## src/design/rtc_supervisor_pkg.sv

```systemverilog
// Purpose: constants and types for the rtc supervisor and status block
// Assumes: 100 MHz system clock
// Notes:   long counts are defaults for top-level parameters
package rtc_supervisor_pkg;

   // ==========================================================
   // clock and times
   localparam longint CLK_HZ          = 100_000_000;
   localparam longint MIN_PULSE_NS    = 150;
   localparam longint REC_DEF_MS      = 96;
   localparam longint REC_HALT_MS     = 40;
   localparam longint REC_SHORT_US    = 50;
   localparam longint STARTUP_S       = 1;
   localparam longint BATT_PERIOD_H   = 24;
   localparam int     MIN_PULSE_CYC   = int'((MIN_PULSE_NS * CLK_HZ + 999_999_999) / 1_000_000_000);
   localparam longint REC_DEF_CYC     = REC_DEF_MS * CLK_HZ / 1000;
   localparam longint REC_HALT_CYC    = REC_HALT_MS * CLK_HZ / 1000;
   localparam longint REC_SHORT_CYC   = REC_SHORT_US * CLK_HZ / 1_000_000;
   localparam longint STARTUP_CYC     = STARTUP_S * CLK_HZ;
   localparam longint BATT_PERIOD_CYC = BATT_PERIOD_H * 3600 * CLK_HZ;

   // ==========================================================
   // register offsets (byte addresses)
   localparam logic [7:0] ADDR_CTRL   = 8'h00;
   localparam logic [7:0] ADDR_IRQEN  = 8'h04;
   localparam logic [7:0] ADDR_WDOG   = 8'h08;
   localparam logic [7:0] ADDR_FLAGS  = 8'h0C;
   localparam logic [7:0] ADDR_CENT   = 8'h10;
   localparam logic [7:0] ADDR_SER_LO = 8'h14;
   localparam logic [7:0] ADDR_SER_HI = 8'h18;
   localparam logic [7:0] ADDR_STATUS = 8'h1C;

   // ==========================================================
   // field positions
   localparam int CTRL_KHZ_EN    = 0;
   localparam int CTRL_HALT      = 1;
   localparam int CTRL_REC_LEN   = 2;
   localparam int CTRL_DRAIN_SEL = 3;
   localparam int CTRL_OUT       = 7;
   localparam int FLAG_OSC_FAIL  = 2;
   localparam int FLAG_BATT_WEAK = 4;

   // ==========================================================
   // reset values (initial power application)
   localparam logic [7:0] CTRL_RST  = 8'h89;
   localparam logic [7:0] IRQEN_RST = 8'h00;
   localparam logic [7:0] WDOG_RST  = 8'h00;

   // arbitrary serial number value, low byte is zero
   localparam logic [63:0] SERIAL_DEF = 64'h5A3C_96E1_0F2D_4B00;

   // ==========================================================
   // types
   typedef enum logic [3:0] {
      SEQ_RUN     = 4'b0001,
      SEQ_HOLD    = 4'b0010,
      SEQ_RECOVER = 4'b0100,
      SEQ_BACKUP  = 4'b1000
   } seq_state_e;

   typedef struct packed {
      logic out_bit;
      logic warn_out_drain_sel;
      logic recovery_len_bit;
      logic osc_halt_bit;
      logic khz_clock_out_enable;
   } ctrl_s;

   typedef struct packed {
      logic tamper_irq_enable_b;
      logic tamper_irq_enable_a;
      logic freq_test_bit;
      logic square_wave_enable;
      logic alarm_backup_enable;
      logic alarm_irq_enable;
      logic osc_fail_irq_enable;
   } irqen_s;

   typedef struct packed {
      logic       wdog_steering;
      logic [4:0] wdog_multiplier;
      logic       wdog_resolution_hi;
      logic       wdog_resolution_lo;
   } wdog_s;

endpackage

```

## src/design/rtc_supervisor_reset_status.sv

```systemverilog
// Purpose: supervisor, reset and status logic of a serial real-time clock
// Assumes: pin inputs synchronous to clk_i except the two reset inputs
// Notes:   registers on classic wishbone; open-drain pins as level and enable
//
// Functional notes
// - 32 kHz output on when supply ok, running
// - reset low on supply trip, recovery on return
// - power-up clears interrupt, alarm, watchdog enables
// - external resets behave like a power cycle
// - reset pulses below minimum width are ignored
// - input a falling trigger, b rising trigger
// - reset held for recovery time after release
// - warning outputs low while sense input low
// - backup disables comparators, warnings driven low
// - warnings forced high during recovery after return
// - drain select picks open-drain or push-pull warnings
// - century bits increment at year rollover
// - leap day omitted except 400-multiple centuries
// - irq pin mirrors out bit when unused
// - backup enable keeps out pin low in backup
// - battery checked at power-up and every 24h
// - battery flag holds until a passing check
// - recovery length chosen by recovery and halt bits
// - serial number is read-only, eight bytes
// - oscillator fail flag set whenever oscillator stops
// - oscillator fail interrupt and its release
module rtc_supervisor_reset_status #(
   parameter longint REC_DEF_CYC     = rtc_supervisor_pkg::REC_DEF_CYC,
   parameter longint REC_HALT_CYC    = rtc_supervisor_pkg::REC_HALT_CYC,
   parameter longint REC_SHORT_CYC   = rtc_supervisor_pkg::REC_SHORT_CYC,
   parameter longint STARTUP_CYC     = rtc_supervisor_pkg::STARTUP_CYC,
   parameter longint BATT_PERIOD_CYC = rtc_supervisor_pkg::BATT_PERIOD_CYC
) (
   input  wire logic        clk_i,
   input  wire logic        rst_i,
   // wishbone slave
   input  wire logic        cyc_i,
   input  wire logic        stb_i,
   input  wire logic        we_i,
   input  wire logic [7:0]  adr_i,
   input  wire logic [3:0]  sel_i,
   input  wire logic [31:0] dat_i,
   output logic      [31:0] dat_o,
   output logic             ack_o,
   // analog front-end status
   input  wire logic        vcc_above_trip_i,
   input  wire logic        vcc_above_switchover_i,
   input  wire logic        osc_running_i,
   input  wire logic        osc_clk_level_i,
   input  wire logic        battery_ok_i,
   input  wire logic        sense_low_a_i,
   input  wire logic        sense_low_b_i,
   // calendar hooks
   input  wire logic        year_rollover_i,
   output logic             leap_day_ok_o,
   // reset inputs
   input  wire logic        ext_reset_in_a_n_i,
   input  wire logic        ext_reset_in_b_i,
   // pins
   output logic             khz_clock_out_pin_o,
   output logic             khz_clock_out_pin_oe_o,
   output logic             reset_out_n_o,
   output logic             reset_out_n_oe_o,
   output logic             supply_warn_out_a_n_o,
   output logic             supply_warn_out_a_n_oe_o,
   output logic             supply_warn_out_b_n_o,
   output logic             supply_warn_out_b_n_oe_o,
   output logic             irq_out_n_o,
   output logic             irq_out_n_oe_o
);

   // ==========================================================
   // state
   rtc_supervisor_pkg::ctrl_s      ctrl_r;
   rtc_supervisor_pkg::irqen_s     irqen_r;
   rtc_supervisor_pkg::wdog_s      wdog_r;
   rtc_supervisor_pkg::seq_state_e seq_r;
   rtc_supervisor_pkg::seq_state_e seq_nxt;
   logic [1:0]  century_r;
   logic        osc_fail_r;
   logic        batt_weak_r;
   logic        pwr_rec_r;
   logic [63:0] rec_cnt_r;
   logic [63:0] startup_cnt_r;
   logic [63:0] batt_cnt_r;
   logic        startup_done_r;
   logic [1:0]  sync_a_r;
   logic [1:0]  sync_b_r;
   logic [7:0]  pulse_a_r;
   logic [7:0]  pulse_b_r;
   logic        ack_r;
   logic [31:0] dat_r;

   // ==========================================================
   // bus decode
   wire bus_req   = cyc_i & stb_i & ~ack_r;
   wire bus_wr    = bus_req & we_i & sel_i[0];
   wire wr_ctrl   = bus_wr & (adr_i == rtc_supervisor_pkg::ADDR_CTRL);
   wire wr_irqen  = bus_wr & (adr_i == rtc_supervisor_pkg::ADDR_IRQEN);
   wire wr_wdog   = bus_wr & (adr_i == rtc_supervisor_pkg::ADDR_WDOG);
   wire wr_flags  = bus_wr & (adr_i == rtc_supervisor_pkg::ADDR_FLAGS);
   wire wr_cent   = bus_wr & (adr_i == rtc_supervisor_pkg::ADDR_CENT);

   // ==========================================================
   // reset input filters
   wire a_low     = ~sync_a_r[1];
   wire b_high    = sync_b_r[1];
   wire qual_a    = (pulse_a_r >= 8'(rtc_supervisor_pkg::MIN_PULSE_CYC));
   wire qual_b    = (pulse_b_r >= 8'(rtc_supervisor_pkg::MIN_PULSE_CYC));
   wire ext_act   = qual_a | qual_b;

   function automatic logic [7:0] pulse_count(input logic active, input logic [7:0] cnt);
      logic [7:0] r;
      r = 8'h00;
      if (active) begin
         r = (cnt == 8'hFF) ? cnt : cnt + 8'h01;
      end
      return r;
   endfunction

   // ==========================================================
   // sequencer
   wire vcc_ok    = vcc_above_trip_i;
   wire rec_done  = (rec_cnt_r == 64'h0);
   wire rec_short = ctrl_r.recovery_len_bit;
   wire [63:0] rec_len = rec_short ? 64'(REC_SHORT_CYC) :
                         ctrl_r.osc_halt_bit ? 64'(REC_HALT_CYC) : 64'(REC_DEF_CYC);
   wire in_backup = (seq_r == rtc_supervisor_pkg::SEQ_BACKUP);

   always_comb begin
      seq_nxt = seq_r;
      case (seq_r)
         rtc_supervisor_pkg::SEQ_RUN: begin
            if (!vcc_ok) begin
               seq_nxt = rtc_supervisor_pkg::SEQ_BACKUP;
            end else if (ext_act) begin
               seq_nxt = rtc_supervisor_pkg::SEQ_HOLD;
            end
         end
         rtc_supervisor_pkg::SEQ_HOLD: begin
            if (!vcc_ok) begin
               seq_nxt = rtc_supervisor_pkg::SEQ_BACKUP;
            end else if (!ext_act) begin
               seq_nxt = rtc_supervisor_pkg::SEQ_RECOVER;
            end
         end
         rtc_supervisor_pkg::SEQ_RECOVER: begin
            if (!vcc_ok) begin
               seq_nxt = rtc_supervisor_pkg::SEQ_BACKUP;
            end else if (ext_act) begin
               seq_nxt = rtc_supervisor_pkg::SEQ_HOLD;
            end else if (rec_done) begin
               seq_nxt = rtc_supervisor_pkg::SEQ_RUN;
            end
         end
         rtc_supervisor_pkg::SEQ_BACKUP: begin
            if (vcc_ok) begin
               seq_nxt = rtc_supervisor_pkg::SEQ_RECOVER;
            end
         end
         default: seq_nxt = rtc_supervisor_pkg::SEQ_BACKUP;
      endcase
   end

   wire pwr_return  = in_backup & vcc_ok;
   wire enter_hold  = (seq_nxt == rtc_supervisor_pkg::SEQ_HOLD) & (seq_r != rtc_supervisor_pkg::SEQ_HOLD);
   wire clear_bits  = pwr_return | enter_hold;
   wire rec_load    = (seq_nxt == rtc_supervisor_pkg::SEQ_RECOVER) &
                      (seq_r != rtc_supervisor_pkg::SEQ_RECOVER);
   wire reset_act   = (seq_r != rtc_supervisor_pkg::SEQ_RUN);

   // ==========================================================
   // battery check, only with supply nominal
   wire batt_tick   = (batt_cnt_r >= 64'(BATT_PERIOD_CYC) - 64'h1);
   wire batt_check  = pwr_return | (vcc_ok & ~in_backup & batt_tick);

   // ==========================================================
   // oscillator fail and interrupt pin
   wire osc_stop    = ~osc_running_i | ctrl_r.osc_halt_bit;
   wire of_clear    = wr_flags & ~dat_i[rtc_supervisor_pkg::FLAG_OSC_FAIL];
   wire wdog_irq    = ~wdog_r.wdog_steering & (wdog_r.wdog_multiplier != 5'h00);
   wire any_irq_en  = irqen_r.osc_fail_irq_enable | irqen_r.alarm_irq_enable |
                      irqen_r.tamper_irq_enable_a | irqen_r.tamper_irq_enable_b | wdog_irq;
   // reset assertion releases the pin; reading the flags has no effect on it
   wire of_irq      = irqen_r.osc_fail_irq_enable & osc_fail_r & ~reset_act &
                      (~in_backup | irqen_r.alarm_backup_enable);
   wire out_low     = ~any_irq_en & ~ctrl_r.out_bit &
                      (~in_backup | irqen_r.alarm_backup_enable);
   wire irq_low     = of_irq | out_low;

   // ==========================================================
   // warnings
   wire comp_en     = (seq_r != rtc_supervisor_pkg::SEQ_BACKUP) & ~pwr_rec_r;
   wire warn_a      = in_backup ? 1'b0 : (comp_en ? ~sense_low_a_i : 1'b1);
   wire warn_b      = in_backup ? 1'b0 : (comp_en ? ~sense_low_b_i : 1'b1);

   // ==========================================================
   // 32 kHz pin
   wire khz_on      = vcc_above_switchover_i & ~ctrl_r.osc_halt_bit &
                      ctrl_r.khz_clock_out_enable & startup_done_r;

   // ==========================================================
   // read mux
   wire [31:0] rd_data =
      (adr_i == rtc_supervisor_pkg::ADDR_CTRL)   ? {24'h0, ctrl_r.out_bit, 3'h0, ctrl_r[3:0]} :
      (adr_i == rtc_supervisor_pkg::ADDR_IRQEN)  ? {25'h0, irqen_r} :
      (adr_i == rtc_supervisor_pkg::ADDR_WDOG)   ? {24'h0, wdog_r} :
      (adr_i == rtc_supervisor_pkg::ADDR_FLAGS)  ? {27'h0, batt_weak_r, 1'b0, osc_fail_r, 2'h0} :
      (adr_i == rtc_supervisor_pkg::ADDR_CENT)   ? {30'h0, century_r} :
      (adr_i == rtc_supervisor_pkg::ADDR_SER_LO) ? rtc_supervisor_pkg::SERIAL_DEF[31:0] :
      (adr_i == rtc_supervisor_pkg::ADDR_SER_HI) ? rtc_supervisor_pkg::SERIAL_DEF[63:32] :
      (adr_i == rtc_supervisor_pkg::ADDR_STATUS) ? {26'h0, warn_b, warn_a, irq_low,
                                                    reset_act, in_backup, vcc_ok} :
      32'h0;

   // leap day in a century year only with century bits zero; plain years are left to the calendar
   wire leap_ok = (century_r == 2'h0);

   // ==========================================================
   // bus registers
   always_ff @(posedge clk_i) begin
      if (rst_i) begin
         ack_r <= 1'b0;
         dat_r <= 32'h0;
      end else begin
         ack_r <= bus_req;
         dat_r <= bus_req ? rd_data : 32'h0;
      end
   end

   // ==========================================================
   // control registers
   always_ff @(posedge clk_i) begin
      if (rst_i) begin
         ctrl_r  <= rtc_supervisor_pkg::ctrl_s'({rtc_supervisor_pkg::CTRL_RST[7],
                                                 rtc_supervisor_pkg::CTRL_RST[3:0]});
         irqen_r <= rtc_supervisor_pkg::irqen_s'(rtc_supervisor_pkg::IRQEN_RST[6:0]);
         wdog_r  <= rtc_supervisor_pkg::wdog_s'(rtc_supervisor_pkg::WDOG_RST);
      end else begin
         if (wr_ctrl) begin
            ctrl_r <= rtc_supervisor_pkg::ctrl_s'({dat_i[rtc_supervisor_pkg::CTRL_OUT], dat_i[3:0]});
         end
         if (clear_bits) begin
            irqen_r <= rtc_supervisor_pkg::irqen_s'(rtc_supervisor_pkg::IRQEN_RST[6:0]);
            wdog_r  <= rtc_supervisor_pkg::wdog_s'(rtc_supervisor_pkg::WDOG_RST);
         end else begin
            if (wr_irqen) begin
               irqen_r <= rtc_supervisor_pkg::irqen_s'(dat_i[6:0]);
            end
            if (wr_wdog) begin
               wdog_r <= rtc_supervisor_pkg::wdog_s'(dat_i[7:0]);
            end
         end
      end
   end

   // ==========================================================
   // flags and century
   always_ff @(posedge clk_i) begin
      if (rst_i) begin
         osc_fail_r  <= 1'b1;
         batt_weak_r <= 1'b0;
         century_r   <= 2'h0;
      end else begin
         // a stop in the clearing cycle wins over the clear
         if (osc_stop) begin
            osc_fail_r <= 1'b1;
         end else if (of_clear) begin
            osc_fail_r <= 1'b0;
         end
         if (batt_check) begin
            batt_weak_r <= ~battery_ok_i;
         end
         if (year_rollover_i) begin
            century_r <= century_r + 2'h1;
         end else if (wr_cent) begin
            century_r <= dat_i[1:0];
         end
      end
   end

   // ==========================================================
   // sequencer and counters
   always_ff @(posedge clk_i) begin
      if (rst_i) begin
         seq_r     <= rtc_supervisor_pkg::SEQ_BACKUP;
         rec_cnt_r <= 64'h0;
         pwr_rec_r <= 1'b0;
         batt_cnt_r <= 64'h0;
      end else begin
         seq_r <= seq_nxt;
         if (rec_load) begin
            rec_cnt_r <= rec_len - 64'h1;
         end else if (!rec_done) begin
            rec_cnt_r <= rec_cnt_r - 64'h1;
         end
         if (pwr_return) begin
            pwr_rec_r <= 1'b1;
         end else if (seq_r == rtc_supervisor_pkg::SEQ_RUN) begin
            pwr_rec_r <= 1'b0;
         end
         if (pwr_return || batt_tick || in_backup) begin
            batt_cnt_r <= 64'h0;
         end else begin
            batt_cnt_r <= batt_cnt_r + 64'h1;
         end
      end
   end

   // ==========================================================
   // reset input sync and width filters
   always_ff @(posedge clk_i) begin
      if (rst_i) begin
         sync_a_r  <= 2'b11;
         sync_b_r  <= 2'b00;
         pulse_a_r <= 8'h00;
         pulse_b_r <= 8'h00;
      end else begin
         sync_a_r  <= {sync_a_r[0], ext_reset_in_a_n_i};
         sync_b_r  <= {sync_b_r[0], ext_reset_in_b_i};
         pulse_a_r <= pulse_count(a_low, pulse_a_r);
         pulse_b_r <= pulse_count(b_high, pulse_b_r);
      end
   end

   // ==========================================================
   // startup delay for the 32 kHz pin
   always_ff @(posedge clk_i) begin
      if (rst_i) begin
         startup_cnt_r  <= 64'h0;
         startup_done_r <= 1'b0;
      end else if (!startup_done_r) begin
         startup_cnt_r  <= startup_cnt_r + 64'h1;
         startup_done_r <= (startup_cnt_r >= 64'(STARTUP_CYC) - 64'h1);
      end
   end

   // ==========================================================
   // pin registers
   always_ff @(posedge clk_i) begin
      if (rst_i) begin
         khz_clock_out_pin_o      <= 1'b0;
         khz_clock_out_pin_oe_o   <= 1'b0;
         reset_out_n_o            <= 1'b0;
         reset_out_n_oe_o         <= 1'b1;
         supply_warn_out_a_n_o    <= 1'b0;
         supply_warn_out_a_n_oe_o <= 1'b1;
         supply_warn_out_b_n_o    <= 1'b0;
         supply_warn_out_b_n_oe_o <= 1'b1;
         irq_out_n_o              <= 1'b0;
         irq_out_n_oe_o           <= 1'b0;
         leap_day_ok_o            <= 1'b0;
      end else begin
         // open drain: high is released, pull-up gives the level
         khz_clock_out_pin_o      <= 1'b0;
         khz_clock_out_pin_oe_o   <= khz_on & ~osc_clk_level_i;
         reset_out_n_o            <= 1'b0;
         reset_out_n_oe_o         <= (seq_nxt != rtc_supervisor_pkg::SEQ_RUN);
         supply_warn_out_a_n_o    <= warn_a;
         supply_warn_out_a_n_oe_o <= ctrl_r.warn_out_drain_sel ? ~warn_a : 1'b1;
         supply_warn_out_b_n_o    <= warn_b;
         supply_warn_out_b_n_oe_o <= ctrl_r.warn_out_drain_sel ? ~warn_b : 1'b1;
         irq_out_n_o              <= 1'b0;
         irq_out_n_oe_o           <= irq_low;
         leap_day_ok_o            <= leap_ok;
      end
   end

   assign ack_o = ack_r;
   assign dat_o = dat_r;

endmodule

```

## config.mk

```make
export PLATFORM = sky130hd
export DESIGN_NAME = rtc_supervisor_reset_status
export DESIGN_NICKNAME = d
export VERILOG_FILES = /design/src/design/rtc_supervisor_pkg.sv /design/src/design/rtc_supervisor_reset_status.sv
export SDC_FILE = /design/constraint.sdc
export NUM_CORES = 1
export LEC_CHECK = 0
export BUFFER_PORTS_ARGS = -buffer_cell sky130_fd_sc_hd__clkbuf_2
export CORE_MARGIN = 5
export CORE_UTILIZATION = 60
export CTS_CLUSTER_SIZE = 14
export DETAILED_ROUTE_END_ITERATION = 10
export PLACE_DENSITY = 0.8
export SLEW_MARGIN = 5
export SYNTH_ARGS = -nofsm -noshare
export SYNTH_HDL_FRONTEND = slang
export SYNTH_SLANG_ARGS = --single-unit
```

## constraint.sdc

```tcl
create_clock -name clk_i -period 3.1 [get_ports clk_i]
set_input_delay 0.465 -clock clk_i [delete_from_list [all_inputs] [get_ports clk_i]]
set_output_delay 0.465 -clock clk_i [all_outputs]
set_load 0.02 [all_outputs]
```

==> metrics <==
Synth Flop Type dfxtp_1; internal power 5.42 mW; highest clock rate 0.367 GHz; Post-CTS Setup Inserts 0; worst skew pair latency 0.53 ns; die area 22900 sq um; Cell Rows 51; Gate power share 0.064; Worst Setup Start Kind flip-flop; fin nets 1520; CTS resizes 0; core region area between 15000 and 20000 sq um; final wirelength between 20000 and 30000 um; final hold vios 0; share of layout cells above drive strength 1 0.109; Max-Cap Viols 0; initial antenna violation count 0; routed len/inst 15.1 um; synthesized flop and latch total 262; vias in the first global route 9719; Rel. slew slack 0.505; crit end category flip-flop; Tot Pwr 7.02 mW; GR Overflow Total 0; cell taking the most area after synthesis dfxtp_1; Post-synth EDFFs 0; pre-CTS setup slack 0.435 ns; Via Count between 10000 and 15000; largest cells by area after synthesis dfxtp_1, nor2_1, xnor2_1; worst setup path class flip-flop to flip-flop; Distinct cells, synth 70; Period Utilization, post-route 0.878; Reg power frac 0.497; CTS Buffer Depth 3; gr usage total 0.231; warnings from Yosys 0; DRC 0; DRT Pass-1 Iters 5; Psw 1.60 mW; run status finished clean; share of flip-flops with an asynchronous set or reset 0; # diodes 0; Pwr Density approximately 520 nW/um^2; CTS tree built; Root Driver clkbuf_16; htree depth 1; Vert. Die Dim 151 um; post-layout util 0.683; min Tclk post-route 2.72 ns; IO Port Bufs 66; first-pass GRT wire length 45100 um; pin count of the biggest net entering global routing 44; Setup violations, final 0; worst setup margin between 0.3 and 0.4 ns; sequential fraction of the synthesis area 0.437; initial drt markers 648; Arr. time, crit path 3.18 ns; type of the tightest min-delay check primary input to flip-flop; Sw Share 0.228; Final GP Congestion 0.876; area grow syn2layout 11.3%; crit-path max FO 10; CTS sink cnt between 200 and 300; initial core utilization 0.613; Worst-path clk slew about 0.060 ns; worst slew pin tran 0.743 ns; GRT Max-Usage Layer met2; Setup Skew 0.0133 ns; Routed Antenna Nets 0; leak pwr between 5 and 6 nW; M1 GR Usage 0.313; # IOs 103; # fillers 1545; met2 GRT Util 0.391; Post-Syn Area per Cell 8.63 sq um; Worst Path Required 3.55 ns; synthesized cell area about 12000 sq um; Syn Inst Count 1391; Num CTS Buffers 27; peak supply drop 0.000459 V; max-slew violations 0; RSZ-0062 raised after global routing false; CTS Hold Bufs 0; vias per std cell 5.77; Post-DP HPWL around 18000 um; die span in x 151 um; grt met3 use 0.0336; final setup TNS 0 ns; Yosys top cell area share 0.437; clock network fraction of design power 0.439
[final timing paths]
check             slack (ns)          start  depth (start not counted)             to
setup reg to reg        0.38   rec_cnt_r[0]                          8  rec_cnt_r[48]
hold reg to reg         0.42    sync_a_r[0]                          1    sync_a_r[1]
hold / removal          0.11  osc_running_i                          2     osc_fail_r
setup / recovery        0.38   rec_cnt_r[0]                          8  rec_cnt_r[48]
[logic make-up after synthesis]
kind of cell | after synthesis | share of synthesized area
buffers and inverters | 104 | 0.0421
other | 1 | 0.000312
DFF | 262 | 0.437
adders and majority gates | 6 | 0.00625
muxes | 24 | 0.0201
and+or+nand+nor | 683 | 0.303
AOI/OAI and AO/OA | 162 | 0.0831
xor gates and xnor gates | 149 | 0.109
[state kept, by name, summed over array words and instances (netlist names), 2 cells and up]
register	cells
wdog_r	8
sync_a_r	2
sync_b_r	2
seq_r	4
batt_cnt_r	64
dat_o	11
century_r	2
irqen_r	7
pulse_a_r	8
ctrl_r	4
startup_cnt_r	64
rec_cnt_r	64
pulse_b_r	8
[Yosys cell counts (9+ instances only)]
| cell | count |
|---|---|
| dfxtp_1 | 262 |
| nor2_1 | 219 |
| nand2_1 | 91 |
| xnor2_1 | 76 |
| xor2_1 | 73 |
| nand3_1 | 62 |
| a21oi_1 | 61 |
| clkbuf_1 | 49 |
| nor3_1 | 46 |
| nand4_1 | 41 |
| o21ai_0 | 39 |
| nor4_1 | 38 |
| or3_1 | 33 |
| or4_1 | 27 |
| and3_1 | 25 |
| buf_4 | 25 |
| mux2i_1 | 23 |
| inv_1 | 22 |
| and2_1 | 19 |
| and4_1 | 17 |
| or2_2 | 9 |
[worst max-delay path: stages, from the launching register on]
cell     delay [ns]
dfxtp_1        0.34
inv_1          0.11
ha_1           0.24
nor4b_1        0.37
and2_1         0.36
nand4_2        0.30
buf_4          0.29
or4_1          0.52
a21oi_1        0.13
[power groups by stage]
stage	sequential (mW)	clock, mW	combinational (mW)
floorplan	3.55	0	0.328
global placement	3.56	0	0.426
detailed placement	3.56	0	0.435
CTS	3.49	3.15	0.441
global route	3.50	3.30	0.492
finish	3.49	3.08	0.446
[final cells by class]
| class | instances | area [sq um] | share of cell area |
|---|---|---|---|
| flip-flops and latches | 262 | 5250 | 0.392 |
| inverters | 22 | 82.6 | 0.00618 |
| well taps | 265 | 332 | 0.0248 |
| clock buffers | 40 | 785 | 0.0587 |
| multi-input cells | 1054 | 6370 | 0.476 |
| repair buffers | 88 | 498 | 0.0372 |
| clock inverters | 6 | 61.3 | 0.00459 |
[metrics by stage]
stage          instances  hold slack, ns  instance area, sq um
5_1_grt             1737           0.113                 13400
2_1_floorplan       1420           0.389                 12100
4_1_cts             1737          0.0925                 13400
3_3_place_gp        1691           0.415                 12500
3_5_place_dp        1691           0.419                 12500
6_report            1737           0.112                 13400
[cells in the final DEF, fill, tap and decap left out, types with 4 or more instances in the layout]
cell	count
inv_1	22
xor2_1	73
clkbuf_1	7
nand4_1	41
clkbuf_2	65
clkbuf_16	27
and3_1	25
ha_1	6
or3_1	33
nor3b_1	5
a31oi_1	7
nor3_1	46
mux2i_1	23
o21ai_0	39
nand2_1	91
nor2b_1	8
o41ai_1	4
nand2b_1	7
buf_4	23
clkbuf_8	6
and4_1	17
or4_1	27
xnor2_1	76
and2_1	19
a211oi_1	6
a21oi_1	61
conb_1	30
nand3_1	62
or2_2	9
nor4_1	38
o31ai_1	5
o2111ai_1	7
dfxtp_1	262
nor4_2	5
nand4b_1	4
nor2_1	219
[metal layers]
metal	wire length, um	part of all wire	vias up
met1	11800	0.45	4769
met3	1260	0.048	44
li1	-	-	4973
met4	453	0.017	0
met5	0	0	-
met2	12700	0.48	244
Note: power is estimated with default switching activity, not from simulation.
